File: src/rtl/irtx_map.svh
// Register offsets, field positions, reset values and sizes of the infrared engine
`ifndef IRTX_MAP_SVH
`define IRTX_MAP_SVH

// Register byte offsets
`define IRTX_OFS_CTRL        8'h00
`define IRTX_OFS_CARRIER     8'h04
`define IRTX_OFS_COMP        8'h08
`define IRTX_OFS_THRESH      8'h0C
`define IRTX_OFS_TX_PORT     8'h10
`define IRTX_OFS_RX_DATA     8'h14
`define IRTX_OFS_STATUS      8'h18
`define IRTX_OFS_CMD         8'h1C
`define IRTX_OFS_RX_LIMIT    8'h20
`define IRTX_OFS_RX_SAMPLE   8'h24

// Control register fields
`define IRTX_CTRL_TX_EN      0
`define IRTX_CTRL_RX_EN      1
`define IRTX_CTRL_CNT_SEL    2
`define IRTX_CTRL_TRIG_LO    4
`define IRTX_CTRL_TRIG_HI    5

// Command register fields (write-only pulses)
`define IRTX_CMD_CLR_TX      0
`define IRTX_CMD_CLR_RX      1
`define IRTX_CMD_MAN_TRIG    2

// Status register fields
`define IRTX_ST_TX_DONE      0
`define IRTX_ST_TX_FULL      1
`define IRTX_ST_RX_EMPTY     2
`define IRTX_ST_RX_FULL      3
`define IRTX_ST_TX_THR       4
`define IRTX_ST_RX_THR       5
`define IRTX_ST_CNT_THR      6
`define IRTX_ST_TX_RUN       7

// Transmit symbol word fields
`define IRTX_SYM_CARRIER     31
`define IRTX_SYM_COMP_HI     29
`define IRTX_SYM_COMP_LO     28
`define IRTX_SYM_CNT_W       28

// Receive entry and limit
`define IRTX_RX_LEVEL        31
`define IRTX_LIMIT_W         27
`define IRTX_LIMIT_RESET     27'h7FFFFFF

// Reset values
`define IRTX_CARRIER_RESET   32'h0002_0006
`define IRTX_COMP_RESET      16'h0001
`define IRTX_SAMPLE_RESET    16'h0001
`define IRTX_THRESH_RESET    16'h0000

`endif

File: src/rtl/irtx_pkg.sv
// Types shared by the infrared engine modules
package irtx_pkg;

    typedef enum logic [2:0] {
        TX_IDLE = 3'b001,
        TX_LOAD = 3'b010,
        TX_RUN  = 3'b100
    } irtx_tx_state_t;

    typedef enum logic [1:0] {
        RX_WAIT = 2'b01,
        RX_RUN  = 2'b10
    } irtx_rx_state_t;

    typedef enum logic [1:0] {
        TRIG_FALL   = 2'b00,
        TRIG_RISE   = 2'b01,
        TRIG_EITHER = 2'b10,
        TRIG_MANUAL = 2'b11
    } irtx_trig_t;

    typedef enum logic [1:0] {
        COMP_NONE   = 2'b00,
        COMP_HALF   = 2'b01,
        COMP_DOUBLE = 2'b10,
        COMP_CLOCK  = 2'b11
    } irtx_comp_t;

endpackage

File: src/rtl/irtx_mem_if.sv
// Write and read port bundle between a queue controller and its storage
`timescale 1ns/1ps
`default_nettype none
interface irtx_mem_if #(
    parameter int AW = 5,
    parameter int DW = 32
);
    logic          wr_en;
    logic [AW-1:0] wr_addr;
    logic [DW-1:0] wr_data;
    logic          rd_en;
    logic [AW-1:0] rd_addr;
    logic [DW-1:0] rd_data;

    modport ram  (input wr_en, wr_addr, wr_data, rd_en, rd_addr, output rd_data);
    modport user (output wr_en, wr_addr, wr_data, rd_en, rd_addr, input rd_data);
endinterface
`default_nettype wire

File: src/rtl/irtx_fifo_mem.sv
// Queue storage with one write port and a registered read port
`timescale 1ns/1ps
`default_nettype none
module irtx_fifo_mem #(
    parameter int AW = 5,
    parameter int DW = 32
) (
    // Clock
    input wire logic hclk,
    // Ports
    irtx_mem_if.ram  mem
);
    logic [DW-1:0] store [0:(1<<AW)-1];

    always_ff @(posedge hclk) begin
        if (mem.wr_en) begin
            store[mem.wr_addr] <= mem.wr_data;
        end
    end

    always_ff @(posedge hclk) begin
        if (mem.rd_en) begin
            mem.rd_data <= store[mem.rd_addr];
        end
    end
endmodule
`default_nettype wire

File: src/rtl/irtx_engine.sv
// Infrared transmit and receive engine with symbol queues and an AHB-Lite register slave
//
// Summary of operation
// - Tx word bits 29:28 select gap timing
// - Selector 0 times gaps in carrier periods
// - Selector 3 times gaps in compensation periods
// - Selectors 1 and 2 give other timings
// - Carrier symbols always use carrier periods
// - Tx empty flag shows all data sent
// - Queue holds words until enabled; append anytime
// - Receiver settings programmable before enable
// - Rx queue threshold flag signals readable entries
// - Software command clears the receive queue
// - Level count limit reached on the cnt_sel level raises flag
// - Tx flag when depth at/below threshold
// - Rx flag when depth above threshold
`include "irtx_map.svh"
`timescale 1ns/1ps
`default_nettype none
module irtx_engine
    import irtx_pkg::*;
#(
    parameter int DEPTH = 32
) (
    // AHB-Lite slave
    input  wire logic        hclk,
    input  wire logic        hresetn,
    input  wire logic        hsel,
    input  wire logic [31:0] haddr,
    input  wire logic [1:0]  htrans,
    input  wire logic        hwrite,
    input  wire logic [2:0]  hsize,
    input  wire logic [31:0] hwdata,
    input  wire logic        hready,
    output logic [31:0]      hrdata,
    output logic             hreadyout,
    output logic             hresp,
    // Infrared pins
    input  wire logic        ir_rx_in,
    output logic             ir_tx_out,
    // Event flags
    output logic             tx_level_irq,
    output logic             rx_level_irq,
    output logic             rx_level_count_irq
);
    localparam int AW = $clog2(DEPTH);

    generate
        if (DEPTH < 2 || DEPTH > 256 || (DEPTH & (DEPTH - 1)) != 0) begin : g_bad_depth
            $error("DEPTH must be a power of two from 2 to 256");
        end
    endgenerate

    irtx_mem_if #(.AW(AW), .DW(32)) tx_mem ();
    irtx_mem_if #(.AW(AW), .DW(32)) rx_mem ();

    irtx_fifo_mem #(.AW(AW), .DW(32)) u_tx_mem (.hclk(hclk), .mem(tx_mem));
    irtx_fifo_mem #(.AW(AW), .DW(32)) u_rx_mem (.hclk(hclk), .mem(rx_mem));

    // Software-visible state
    logic [5:0]                ctrl;
    logic [15:0]               car_period;
    logic [15:0]               car_high;
    logic [15:0]               comp_div;
    logic [7:0]                tx_thr;
    logic [7:0]                rx_thr;
    logic [`IRTX_LIMIT_W-1:0]  cnt_limit;
    logic [15:0]               samp_div;
    logic                      cnt_thr_flag;

    // Bus phase tracking
    logic       wr_pend;
    logic       rd_pend;
    logic [7:0] addr_q;

    wire        addr_ok   = hsel && htrans[1] && hready;
    wire        rd_accept = addr_ok && !hwrite;
    wire        wr_accept = addr_ok && hwrite;
    wire [7:0]  ofs       = haddr[7:0];
    wire        wr_now    = wr_pend && hready;
    wire        wr_ctrl   = wr_now && addr_q == `IRTX_OFS_CTRL;
    wire        wr_car    = wr_now && addr_q == `IRTX_OFS_CARRIER;
    wire        wr_comp   = wr_now && addr_q == `IRTX_OFS_COMP;
    wire        wr_thr    = wr_now && addr_q == `IRTX_OFS_THRESH;
    wire        wr_port   = wr_now && addr_q == `IRTX_OFS_TX_PORT;
    wire        wr_status = wr_now && addr_q == `IRTX_OFS_STATUS;
    wire        wr_cmd    = wr_now && addr_q == `IRTX_OFS_CMD;
    wire        wr_limit  = wr_now && addr_q == `IRTX_OFS_RX_LIMIT;
    wire        wr_samp   = wr_now && addr_q == `IRTX_OFS_RX_SAMPLE;
    wire        clr_tx    = wr_cmd && hwdata[`IRTX_CMD_CLR_TX];
    wire        clr_rx    = wr_cmd && hwdata[`IRTX_CMD_CLR_RX];
    wire        man_trig  = wr_cmd && hwdata[`IRTX_CMD_MAN_TRIG];

    wire        tx_en     = ctrl[`IRTX_CTRL_TX_EN];
    wire        rx_en     = ctrl[`IRTX_CTRL_RX_EN];
    wire        cnt_sel   = ctrl[`IRTX_CTRL_CNT_SEL];
    wire irtx_trig_t trig = irtx_trig_t'(ctrl[`IRTX_CTRL_TRIG_HI:`IRTX_CTRL_TRIG_LO]);

    // Queue pointers
    logic [AW-1:0] tx_wp, tx_rp, rx_wp, rx_rp;
    logic [AW:0]   tx_cnt, rx_cnt;
    wire           tx_full  = tx_cnt == (AW+1)'(DEPTH);
    wire           tx_empty = tx_cnt == '0;
    wire           rx_full  = rx_cnt == (AW+1)'(DEPTH);
    wire           rx_empty = rx_cnt == '0;
    wire           tx_push  = wr_port && !tx_full;
    wire           rx_pop   = rd_accept && ofs == `IRTX_OFS_RX_DATA && !rx_empty;
    logic          tx_pop;
    logic          rx_push;
    logic [31:0]   rx_entry;

    assign tx_mem.wr_en   = tx_push;
    assign tx_mem.wr_addr = tx_wp;
    assign tx_mem.wr_data = hwdata;
    assign tx_mem.rd_en   = tx_pop;
    assign tx_mem.rd_addr = tx_rp;
    assign rx_mem.wr_en   = rx_push && !rx_full && !clr_rx;
    assign rx_mem.wr_addr = rx_wp;
    assign rx_mem.wr_data = rx_entry;
    assign rx_mem.rd_en   = rx_pop;
    assign rx_mem.rd_addr = rx_rp;

    wire [AW:0] next_tx_cnt = clr_tx ? '0 : tx_cnt + (AW+1)'(tx_push) - (AW+1)'(tx_pop);
    wire [AW:0] next_rx_cnt = clr_rx ? '0 : rx_cnt + (AW+1)'(rx_push && !rx_full) - (AW+1)'(rx_pop);

    // Transmit timing
    irtx_tx_state_t            tx_state;
    logic [`IRTX_SYM_CNT_W-1:0] sym_left;
    logic                      sym_carrier;
    irtx_comp_t                sym_comp;
    logic [15:0]               car_cnt;
    logic [15:0]               comp_cnt;
    logic                      comp_phase;

    wire car_tick   = car_cnt == car_period - 16'h0001;
    wire half_tick  = car_tick || car_cnt == (car_period >> 1) - 16'h0001;
    wire comp_tick  = comp_cnt == comp_div - 16'h0001;
    wire comp2_tick = comp_tick && comp_phase;
    logic unit_tick;
    always_comb begin
        unit_tick = car_tick;
        if (!sym_carrier) begin
            case (sym_comp)
                COMP_HALF:   unit_tick = half_tick;
                COMP_DOUBLE: unit_tick = comp2_tick;
                COMP_CLOCK:  unit_tick = comp_tick;
                default:     unit_tick = car_tick;
            endcase
        end
    end

    wire sym_end      = tx_state == TX_RUN && sym_left == '0;
    wire fetch        = tx_en && !tx_empty && !clr_tx;
    assign tx_pop     = fetch && (tx_state == TX_IDLE || sym_end);
    wire next_tx_pin  = tx_state == TX_RUN && sym_left != '0 && sym_carrier && car_cnt < car_high;

    always_ff @(posedge hclk or negedge hresetn) begin
        if (!hresetn) begin
            tx_state <= TX_IDLE;
        end else if (tx_pop) begin
            tx_state <= TX_LOAD;
        end else if (tx_state == TX_LOAD) begin
            tx_state <= TX_RUN;
        end else if (sym_end) begin
            tx_state <= TX_IDLE;
        end
    end

    always_ff @(posedge hclk or negedge hresetn) begin
        if (!hresetn) begin
            sym_left    <= '0;
            sym_carrier <= 1'b0;
            sym_comp    <= COMP_NONE;
            car_cnt     <= '0;
            comp_cnt    <= '0;
            comp_phase  <= 1'b0;
        end else if (tx_state == TX_LOAD) begin
            sym_left    <= tx_mem.rd_data[`IRTX_SYM_CNT_W-1:0] & 28'h0FFFFFF;
            sym_carrier <= tx_mem.rd_data[`IRTX_SYM_CARRIER];
            sym_comp    <= irtx_comp_t'(tx_mem.rd_data[`IRTX_SYM_COMP_HI:`IRTX_SYM_COMP_LO]);
            car_cnt     <= '0;
            comp_cnt    <= '0;
            comp_phase  <= 1'b0;
        end else if (tx_state == TX_RUN) begin
            car_cnt    <= car_tick ? '0 : car_cnt + 16'h0001;
            comp_cnt   <= comp_tick ? '0 : comp_cnt + 16'h0001;
            comp_phase <= comp_phase ^ comp_tick;
            if (unit_tick && sym_left != '0) begin
                sym_left <= sym_left - 1'b1;
            end
        end
    end

    // Receive sampling
    irtx_rx_state_t            rx_state;
    logic [15:0]               samp_cnt;
    logic                      rx_prev;
    logic                      run_level;
    logic [`IRTX_LIMIT_W-1:0]  level_cnt;

    wire samp_tick   = rx_en && samp_cnt == samp_div - 16'h0001;
    wire edge_seen   = ir_rx_in != rx_prev;
    wire trig_hit    = (trig == TRIG_FALL && rx_prev && !ir_rx_in)
                    || (trig == TRIG_RISE && !rx_prev && ir_rx_in)
                    || (trig == TRIG_EITHER && edge_seen);
    wire start_run   = rx_state == RX_WAIT && rx_en
                    && ((samp_tick && trig_hit) || (trig == TRIG_MANUAL && man_trig));
    wire run_tick    = rx_state == RX_RUN && samp_tick;
    wire level_next  = run_tick && !edge_seen;
    wire [`IRTX_LIMIT_W-1:0] next_level_cnt = level_cnt + 1'b1;
    wire limit_hit   = level_next && run_level == cnt_sel && next_level_cnt >= cnt_limit;
    assign rx_push   = (run_tick && edge_seen) || limit_hit;
    assign rx_entry  = {run_level, 4'h0, limit_hit ? next_level_cnt : level_cnt};

    always_ff @(posedge hclk or negedge hresetn) begin
        if (!hresetn) begin
            samp_cnt <= '0;
            rx_prev  <= 1'b1;
        end else if (!rx_en) begin
            samp_cnt <= '0;
            rx_prev  <= ir_rx_in;
        end else if (samp_tick) begin
            samp_cnt <= '0;
            rx_prev  <= ir_rx_in;
        end else begin
            samp_cnt <= samp_cnt + 16'h0001;
        end
    end

    always_ff @(posedge hclk or negedge hresetn) begin
        if (!hresetn) begin
            rx_state  <= RX_WAIT;
            run_level <= 1'b0;
            level_cnt <= '0;
        end else if (!rx_en || limit_hit) begin
            rx_state  <= RX_WAIT;
        end else if (start_run) begin
            rx_state  <= RX_RUN;
            run_level <= ir_rx_in;
            level_cnt <= `IRTX_LIMIT_W'(1);
        end else if (run_tick && edge_seen) begin
            run_level <= ir_rx_in;
            level_cnt <= `IRTX_LIMIT_W'(1);
        end else if (level_next && level_cnt != '1) begin
            level_cnt <= next_level_cnt;
        end
    end

    // Queue bookkeeping
    always_ff @(posedge hclk or negedge hresetn) begin
        if (!hresetn) begin
            tx_wp  <= '0;
            tx_rp  <= '0;
            tx_cnt <= '0;
            rx_wp  <= '0;
            rx_rp  <= '0;
            rx_cnt <= '0;
        end else begin
            tx_cnt <= next_tx_cnt;
            rx_cnt <= next_rx_cnt;
            tx_wp  <= clr_tx ? tx_rp : tx_wp + AW'(tx_push);
            tx_rp  <= tx_rp + AW'(tx_pop);
            rx_wp  <= clr_rx ? '0 : rx_wp + AW'(rx_push && !rx_full);
            rx_rp  <= clr_rx ? '0 : rx_rp + AW'(rx_pop);
        end
    end

    // Status and event flags
    wire tx_done      = tx_empty && tx_state == TX_IDLE;
    wire tx_thr_hit   = 9'(tx_cnt) <= {1'b0, tx_thr};
    wire rx_thr_hit   = 9'(rx_cnt) > {1'b0, rx_thr};
    wire [31:0] status = {8'h00, 8'(rx_cnt), 8'(tx_cnt),
                          tx_state != TX_IDLE, cnt_thr_flag, rx_thr_hit, tx_thr_hit,
                          rx_full, rx_empty, tx_full, tx_done};

    // Register writes
    always_ff @(posedge hclk or negedge hresetn) begin
        if (!hresetn) begin
            ctrl         <= '0;
            {car_high, car_period} <= `IRTX_CARRIER_RESET;
            comp_div     <= `IRTX_COMP_RESET;
            {rx_thr, tx_thr} <= `IRTX_THRESH_RESET;
            cnt_limit    <= `IRTX_LIMIT_RESET;
            samp_div     <= `IRTX_SAMPLE_RESET;
            cnt_thr_flag <= 1'b0;
        end else begin
            if (wr_ctrl) ctrl <= hwdata[5:0];
            if (wr_car) {car_high, car_period} <= hwdata;
            if (wr_comp) comp_div <= hwdata[15:0];
            if (wr_thr) {rx_thr, tx_thr} <= hwdata[15:0];
            if (wr_limit) cnt_limit <= hwdata[`IRTX_LIMIT_W-1:0];
            if (wr_samp) samp_div <= hwdata[15:0];
            if (limit_hit) begin
                cnt_thr_flag <= 1'b1;
            end else if (wr_status && hwdata[`IRTX_ST_CNT_THR]) begin
                cnt_thr_flag <= 1'b0;
            end
        end
    end

    // Read data selection
    logic [31:0] rd_mux;
    always_comb begin
        rd_mux = 32'h0000_0000;
        if (addr_q == `IRTX_OFS_CTRL) rd_mux = {26'h0, ctrl};
        else if (addr_q == `IRTX_OFS_CARRIER) rd_mux = {car_high, car_period};
        else if (addr_q == `IRTX_OFS_COMP) rd_mux = {16'h0, comp_div};
        else if (addr_q == `IRTX_OFS_THRESH) rd_mux = {16'h0, rx_thr, tx_thr};
        else if (addr_q == `IRTX_OFS_RX_DATA) rd_mux = rx_mem.rd_data;
        else if (addr_q == `IRTX_OFS_STATUS) rd_mux = status;
        else if (addr_q == `IRTX_OFS_RX_LIMIT) rd_mux = {5'h0, cnt_limit};
        else if (addr_q == `IRTX_OFS_RX_SAMPLE) rd_mux = {16'h0, samp_div};
    end

    // Bus handshake: writes finish with no wait, reads add one wait state
    always_ff @(posedge hclk or negedge hresetn) begin
        if (!hresetn) begin
            wr_pend   <= 1'b0;
            rd_pend   <= 1'b0;
            addr_q    <= '0;
            hreadyout <= 1'b1;
            hresp     <= 1'b0;
            hrdata    <= '0;
        end else begin
            if (hready) begin
                wr_pend <= wr_accept;
                if (addr_ok) addr_q <= {ofs[7:2], 2'b00};
            end
            rd_pend   <= rd_accept;
            hreadyout <= !rd_accept;
            hresp     <= 1'b0;
            if (rd_pend) hrdata <= rd_mux;
        end
    end

    // Pin and flag outputs
    always_ff @(posedge hclk or negedge hresetn) begin
        if (!hresetn) begin
            ir_tx_out          <= 1'b0;
            tx_level_irq       <= 1'b0;
            rx_level_irq       <= 1'b0;
            rx_level_count_irq <= 1'b0;
        end else begin
            ir_tx_out          <= next_tx_pin;
            tx_level_irq       <= tx_thr_hit;
            rx_level_irq       <= rx_thr_hit;
            rx_level_count_irq <= cnt_thr_flag;
        end
    end
endmodule
`default_nettype wire

File: config.mk
export PLATFORM = sky130hd
export DESIGN_NAME = irtx_engine
export DESIGN_NICKNAME = d
export VERILOG_FILES = /design/src/rtl/irtx_pkg.sv /design/src/rtl/irtx_mem_if.sv /design/src/rtl/irtx_fifo_mem.sv /design/src/rtl/irtx_engine.sv
export VERILOG_INCLUDE_DIRS = /design/src /design/src/rtl
export SDC_FILE = /design/constraint.sdc
export NUM_CORES = 2
export LEC_CHECK = 0
export BUFFER_PORTS_ARGS = -buffer_cell sky130_fd_sc_hd__buf_2
export CAP_MARGIN = 20
export CELL_PAD_IN_SITES_DETAIL_PLACEMENT = 0
export CELL_PAD_IN_SITES_GLOBAL_PLACEMENT = 1
export CORE_UTILIZATION = 35
export CTS_CLUSTER_DIAMETER = 30
export DETAILED_ROUTE_END_ITERATION = 8
export PLACE_DENSITY_LB_ADDON = 0.3
export SKIP_CTS_REPAIR_TIMING = 1
export SKIP_LAST_GASP = 1
export SLEW_MARGIN = 20
export SYNTH_ARGS = -nofsm -noshare
export SYNTH_HDL_FRONTEND = slang
export SYNTH_SLANG_ARGS = --single-unit
File: constraint.sdc
create_clock -name hclk -period 10.52 [get_ports hclk]
set_input_delay 1.578 -clock hclk [delete_from_list [all_inputs] [get_ports hclk]]
set_output_delay 1.578 -clock hclk [all_outputs]
set_load 0.05 [all_outputs]
; After elaboration in Yosys (flattened, before gate mapping)
; Memories as Yosys holds them, arrays and structs flattened. A register that Yosys moved wholly into a read port is not among the register bits.
; Index checks and enable logic that the tools add are counted.
[word_totals]
regBits = 337
mem_bits_rw = 1920
in_bits = 75
wordCells = 226
memories = 2
[mem_list]
columns = name, words, word_bits, read_ports, rd_ports_with_merged_regs, wr, line
row1 = u_tx_mem.store, 32, 32, 1, 1, 1, irtx_fifo_mem.sv:13  ; logic [DW-1:0] store [0:(1<<AW)-1];
row2 = u_rx_mem.store, 32, 28, 1, 1, 1, irtx_fifo_mem.sv:13
[classes]
n_addsub = 17
order_cmp = 4
n_eq_ne = 32
mux = 47
bitwise_logic = 2
reduce_logical = 85
[ops]
columns = operator, n
row1 = 27-bit 2-to-1 mux, 6
row2 = 32-bit 2-to-1 mux, 5
row3 = 16-bit 2-to-1 mux, 9
row4 = 28-bit 2-to-1 mux, 3
row5 = 16-bit equality test, 4
row6 = 1-bit logical AND, 49
row7 = "16-bit by 1-bit adder with 16-bit output, second input constant", 3
row8 = "16-bit by 1-bit subtractor with 16-bit output, second input constant", 3
row9 = 28-bit logical NOT, 1
row10 = 28-bit nonzero test, 1
row11 = "28-bit by 1-bit subtractor with 28-bit output, second input constant", 1
row12 = "27-bit by 1-bit adder with 27-bit output, second input constant", 1
row13 = 27-bit greater-or-equal comparator, 1
row14 = "27-bit inequality test, second input constant", 1
row15 = "6-bit by 3-bit equality test with 1-bit output, second input constant", 4
row16 = 5-bit by 1-bit adder with 5-bit output, 4
row17 = 16-bit less-than comparator, 1
row18 = "15-bit by 1-bit subtractor with 16-bit output, second input constant", 1
row19 = 5-bit 2-to-1 mux, 3
row20 = 1-bit 2-to-1 mux, 13
row21 = 6-bit by 1-bit adder with 6-bit output, 2
row22 = "6-bit by 2-bit equality test with 1-bit output, second input constant", 2
row23 = "6-bit by 4-bit equality test with 1-bit output, second input constant", 2
row24 = "6-bit equality test, second input constant", 2
row25 = 28 further kinds, 65

; Logic depth before layout (Yosys ltp)
[depth]
ltp_word = 12
mapped_depth = 30

; By module
; A second synthesis with hierarchy kept.
[unflattened]
hier_cells = 6585
area_unflattened_um2 = 100572.7
[modules_own_cells]
columns = mod, n_inst, cells_each, area_per_inst_um2, seq_area_each_um2
row1 = irtx_fifo_mem (u_rx_mem), 1, 2260, 40811.6, 31710.4
row2 = irtx_fifo_mem (u_tx_mem), 1, 2260, 40805.4, 31710.4
row3 = irtx_engine, 1, 2065, 18955.7, 7677.4

; Least setup slack after synthesis
; OpenSTA, ideal clock, no wires.
[synth_timing]
path_type = reg2reg
startpoint = reg level_cnt[0]
endpoint = mem u_rx_mem.store[30][0] in the netlist's numbering, enable pin
setup_ns = 0.494
t_arrival_ns = 6.877
setup_slack_ns = 3.149
path_stages_with_launch = 22
path_buffers = 4
cell_sequence = dfrtp_1 -> ha_1 -> nand3_1 -> or2_2 -> clkbuf_1 -> or3_1 -> clkbuf_1 -> nor3_1 -> nand3_1 -> nand2_1 -> nand2_1 -> ha_1 -> nand3_1 -> nor4_1 -> a221oi_1 -> o21ai_0 -> nor2b_1 -> nor3_1 -> a211o_1 -> clkbuf_1 -> buf_2 -> nor4b_1
[synth_between]
elab_chain_cells = 8
[synth_rtl]
columns = item, line
row1 = start: declaration, irtx_engine.sv:199  ; logic [`IRTX_LIMIT_W-1:0] level_cnt;
row2 = start signal: assignment, irtx_engine.sv:240  ; level_cnt <= `IRTX_LIMIT_W'(1);
row3 = start signal: assignment, irtx_engine.sv:243  ; level_cnt <= `IRTX_LIMIT_W'(1);
row4 = start signal: assignment, irtx_engine.sv:245  ; level_cnt <= next_level_cnt;
row5 = 27-bit by 1-bit adder with 27-bit output, irtx_engine.sv:210  ; wire [`IRTX_LIMIT_W-1:0] next_level_cnt = level_cnt + 1'b1;
row6 = 27-bit greater-or-equal comparator, irtx_engine.sv:211  ; wire limit_hit = level_next && run_level == cnt_sel && next_level_cnt >= cnt_limit;
row7 = 1-bit logical AND, irtx_engine.sv:211
row8 = 1-bit logical OR, irtx_engine.sv:212  ; assign rx_push = (run_tick && edge_seen) || limit_hit;
row9 = 1-bit logical AND (2 in a row), irtx_engine.sv:117  ; assign rx_mem.wr_en = rx_push && !rx_full && !clr_rx;
row10 = 1-bit 2-to-1 mux, irtx_fifo_mem.sv:16  ; if (mem.wr_en) begin
row11 = 1-bit 2-to-1 mux (implied by the code), irtx_fifo_mem.sv:17  ; store[mem.wr_addr] <= mem.wr_data;
row12 = end: declaration, irtx_fifo_mem.sv:13
; Every way passes these cells.

; Final worst setup path
[layout_timing]
startpoint = reg level_cnt[0]
endpoint = reg rx_cnt[4]
[layout_between]
elab_chain_cells = 8
[layout_rtl]
columns = item, line
row1 = 27-bit by 1-bit adder with 27-bit output, irtx_engine.sv:210
row2 = 27-bit greater-or-equal comparator, irtx_engine.sv:211
row3 = 1-bit logical AND, irtx_engine.sv:211
row4 = 1-bit logical OR, irtx_engine.sv:212
row5 = 1-bit logical AND, irtx_engine.sv:124  ; wire [AW:0] next_rx_cnt = clr_rx ? '0 : rx_cnt + (AW+1)'(rx_push && !rx_full) - (AW+1)'(rx_pop);
row6 = 6-bit by 1-bit adder with 6-bit output, irtx_engine.sv:124
row7 = 6-bit by 1-bit subtractor with 6-bit output, irtx_engine.sv:124
row8 = 6-bit 2-to-1 mux, irtx_engine.sv:124
row9 = named net next_rx_cnt[4], irtx_engine.sv:124
row10 = end signal: assignment, irtx_engine.sv:260  ; rx_cnt <= next_rx_cnt;
row11 = end: declaration, irtx_engine.sv:101  ; logic [AW:0] tx_cnt, rx_cnt;
; The timed path passes the listed nets, and every way through them passes these cells.
; A chain may end at the register's enable or synchronous reset.

==> results summary <==
The run finished with clean final reports. The clock edge transition at the registers on the reported setup and hold paths is 40 ps. Across the VDD grid, the largest voltage drop is 0.199 mV. The post-route non-filler standard cell count is 8841.

The number of enable-type register cells in the synthesized netlist is 1815. The placeable core region is 0.249 mm2. After the last flow step, the layout net total stands at 5319. Synthesis produced a netlist with a net count of 4893. The largest fanout on the critical path came out at 34.

At the later pin of the worst-skew pair, clock insertion delay measures 1020 ps. The distinct cell type count after synthesis came out at 86. After floorplanning, the core was divided into 183 placement rows.

The per-cell routed wire length came out at 26.7 um. The number of synthesized register bits came out at 2120. The placer's final routability congestion estimate came out at 0.819. The aggregate global routing overflow came out at 0. STA classifies the critical path endpoint as a flop. The number of top-level design ports came out at 113. The sequential element share of the synthesized area is 0.711. The first-pass GRT wire length came out at 342000 um.

The slew at the pin closest to its max-slew limit came out at 1110 ps. The sum of routed wire length over all layers is 236000 um. After synthesis, the most frequently instantiated cells are edfxtp_1, mux4_2, dfrtp_1, nor2_1, nand2_1. The total of endpoints with negative setup slack in the final report is 0. The area growth from synthesis to layout is 23.5%. In the synthesized netlist the dominant register cell turns out to be edfxtp_1.

The number of buffers added on ports came out at 83. The average size of a mapped cell came out at 18.5 um2. The power per standard cell area is 244 mW/mm2.

The number of remaining DRC errors is 0. Setup repair after global routing left no endpoint under its margin. The die covers 0.252 mm2.

The share of cells above drive strength 1 is 0.332. The achievable clock frequency is 155 MHz. The clock drives 2120 sinks.

The number of global-route vias before repair came out at 48500. The final critical-path required period came out at 6460 ps. The detail-routed via count per cell is 5.28. The max-cap check violation count came out at 0.

The clock buffer count from CTS came out at 439. The post-route core utilization came out at 0.434. The first-iteration detailed-routing DRC count is 3985.

The cell accounting for the most synthesized area is edfxtp_1. edfxtp_1 is the most common cell in the netlist. The die extent in y came out at 502 um.

The remaining antenna violation count after routing came out at 0. The area share of the largest cell type after synthesis is 0.623. The critical path start-end classification is flop to flop. The clock tree synthesis step divided the H-tree into 5 levels. After legalization and detailed placement, the total HPWL measured 138000 um.

The critical path startpoint category is a flop. The number of iterations in the first detailed-routing pass came out at 6. The maximum number of pins on one net before global-route repair came out at 125. The final route contains 46700 vias.

Counting along the longest clock path gives a buffer depth of 4. In the finished design, the share of the clock period the worst path needs comes to 0.614. The hold violation count in the final report is 0. The initial utilization of the core area, before any placement, comes to 0.352. The instance count of the mapped netlist came out at 4725. The global-route usage over all layers is 0.187. The cell area after synthesis came out at 0.0875 mm2. The initial antenna violation count is 20. Measured against its own limit, the worst slew margin works out to 0.263. The horizontal die dimension is 502 um.

In this run the worst hold path is classified as flop to flop. After synthesis, the cell types taking the most area are edfxtp_1, mux4_2, dfrtp_1. The setup TNS is 0 ps.

TritonCTS built the clock tree. The required time reported for the critical path endpoint came out at 11290 ps. The final-report max-slew violation count is 0.

The arrival time at the worst endpoint came out at 7230 ps. In this run, placement finished with an instance count of 8040. For this run, the number of Yosys warnings is 0. The leakage power total came out at 34.5 nW. The async set or reset register ratio after synthesis came out at 0.144. The worst setup skew after layout came out at 159 ps. The cell at the root of the clock tree is clkbuf_16.
-- layout by cell type, fill, tap and decap left out, drive strengths merged, types with 13 or more instances in the layout --
master	n
a21o	42
inv	131
nand2	201
nor4b	25
and3	47
edfxtp	1815
nand2b	38
a22oi	25
clkbuf	506
mux2i	23
nor3	47
a31oi	26
nor2	216
xnor2	76
bufinv	66
nand3	93
nand4	23
dfrtp	269
clkinvlp	47
mux4	545
a21oi	76
nor4	33
o21ai	131
a222oi	18
or3	23
xor2	73
buf	239
dfstp	36
nor2b	28
ha	91
or2	13
clkinv	149
mux2	161
-- power by group --
part	leakage [nW]	internal, mW	switching, mW
clock network	7.17	9.35	4.42
registers	18.6	9.31	0.360
logic	8.73	1.36	1.53
-- flip-flops by register name, summed over array words and instances, names as in the netlist, 27 cells and up --
name and cells:
level_cnt 27, u_tx_mem.mem.rd_data 27, cnt_limit 27, u_tx_mem.store 864
sym_left 28, hrdata 32, u_rx_mem.store 896, u_rx_mem.mem.rd_data 28
-- metrics by stage --
step	hold slack [ps]	setup slack [ps]	area (um2)	power (mW)
2_1_floorplan	369	3150	87500	11.8
3_3_place_gp	430	3750	93000	12.8
3_5_place_dp	445	3750	93100	12.8
4_1_cts	454	3740	108000	26.6
5_1_grt	479	3500	108000	27.2
6_report	447	4060	108000	26.3
-- cell type report --
class	count	area, um2
timing repair buffer	239	1680
multi-input combinational	2246	24700
antenna	7	17.5
fill	21800	141000
clock inverter	288	3440
inverter	105	397
sequential	2120	62200
clock buffer	506	11400
tap	3330	4170
-- cells by family after synthesis --
logic type	share of synthesized area
fa+ha+maj	0.0135
simple gates	0.0501
flops	0.711
other cells	0.0000429
buf+inv	0.0157
compound gates	0.0314
xor+xnor	0.0149
mux	0.164
-- path summary, 6_finish.rpt --
kind,start,endpoint,slack [ps],cells after the start
min in group asynchronous,hresetn,sym_comp[0],740,1
min reg2reg,u_tx_mem.mem.rd_data[29],sym_comp[1],450,2
min,u_tx_mem.mem.rd_data[29],sym_comp[1],450,2
max,level_cnt[0],rx_cnt[4],4060,25
max reg2reg,level_cnt[0],rx_cnt[4],4060,25
max in group asynchronous,hresetn,rx_mem.rd_addr[2],8360,2
-- critical path, cell delays in order (launching register included) --
cell and delay [ps]:
dfrtp_1 520, ha_1 280, nand3_1 200, or2_2 420, or3_1 500, nor3_1 300, nand3_1 180, nand2_1 130
nand2_1 60, ha_1 290, nand3_1 100, nor4_1 400, a221oi_1 150, o21ai_0 160, nor2b_1 190, nor3_1 80
a211o_2 690, ha_1 450, inv_1 40, ha_1 200, fa_1 450, a21oi_1 150, nor2_1 50, nor2_1 130
xor2_1 150, nor2_1 50
-- layer usage --
| metal | GRT usage | vias up | wire, um |
|---|---|---|---|
| li1 | - | 20100 | - |
| met1 | 0.247 | 25000 | 99600 |
| met5 | 0 | - | 20 |
| met2 | 0.317 | 1281 | 119000 |
| met3 | 0.0300 | 402 | 11000 |
| met4 | 0.0583 | 4 | 6470 |
Note: power is estimated with default switching activity, not from simulation.
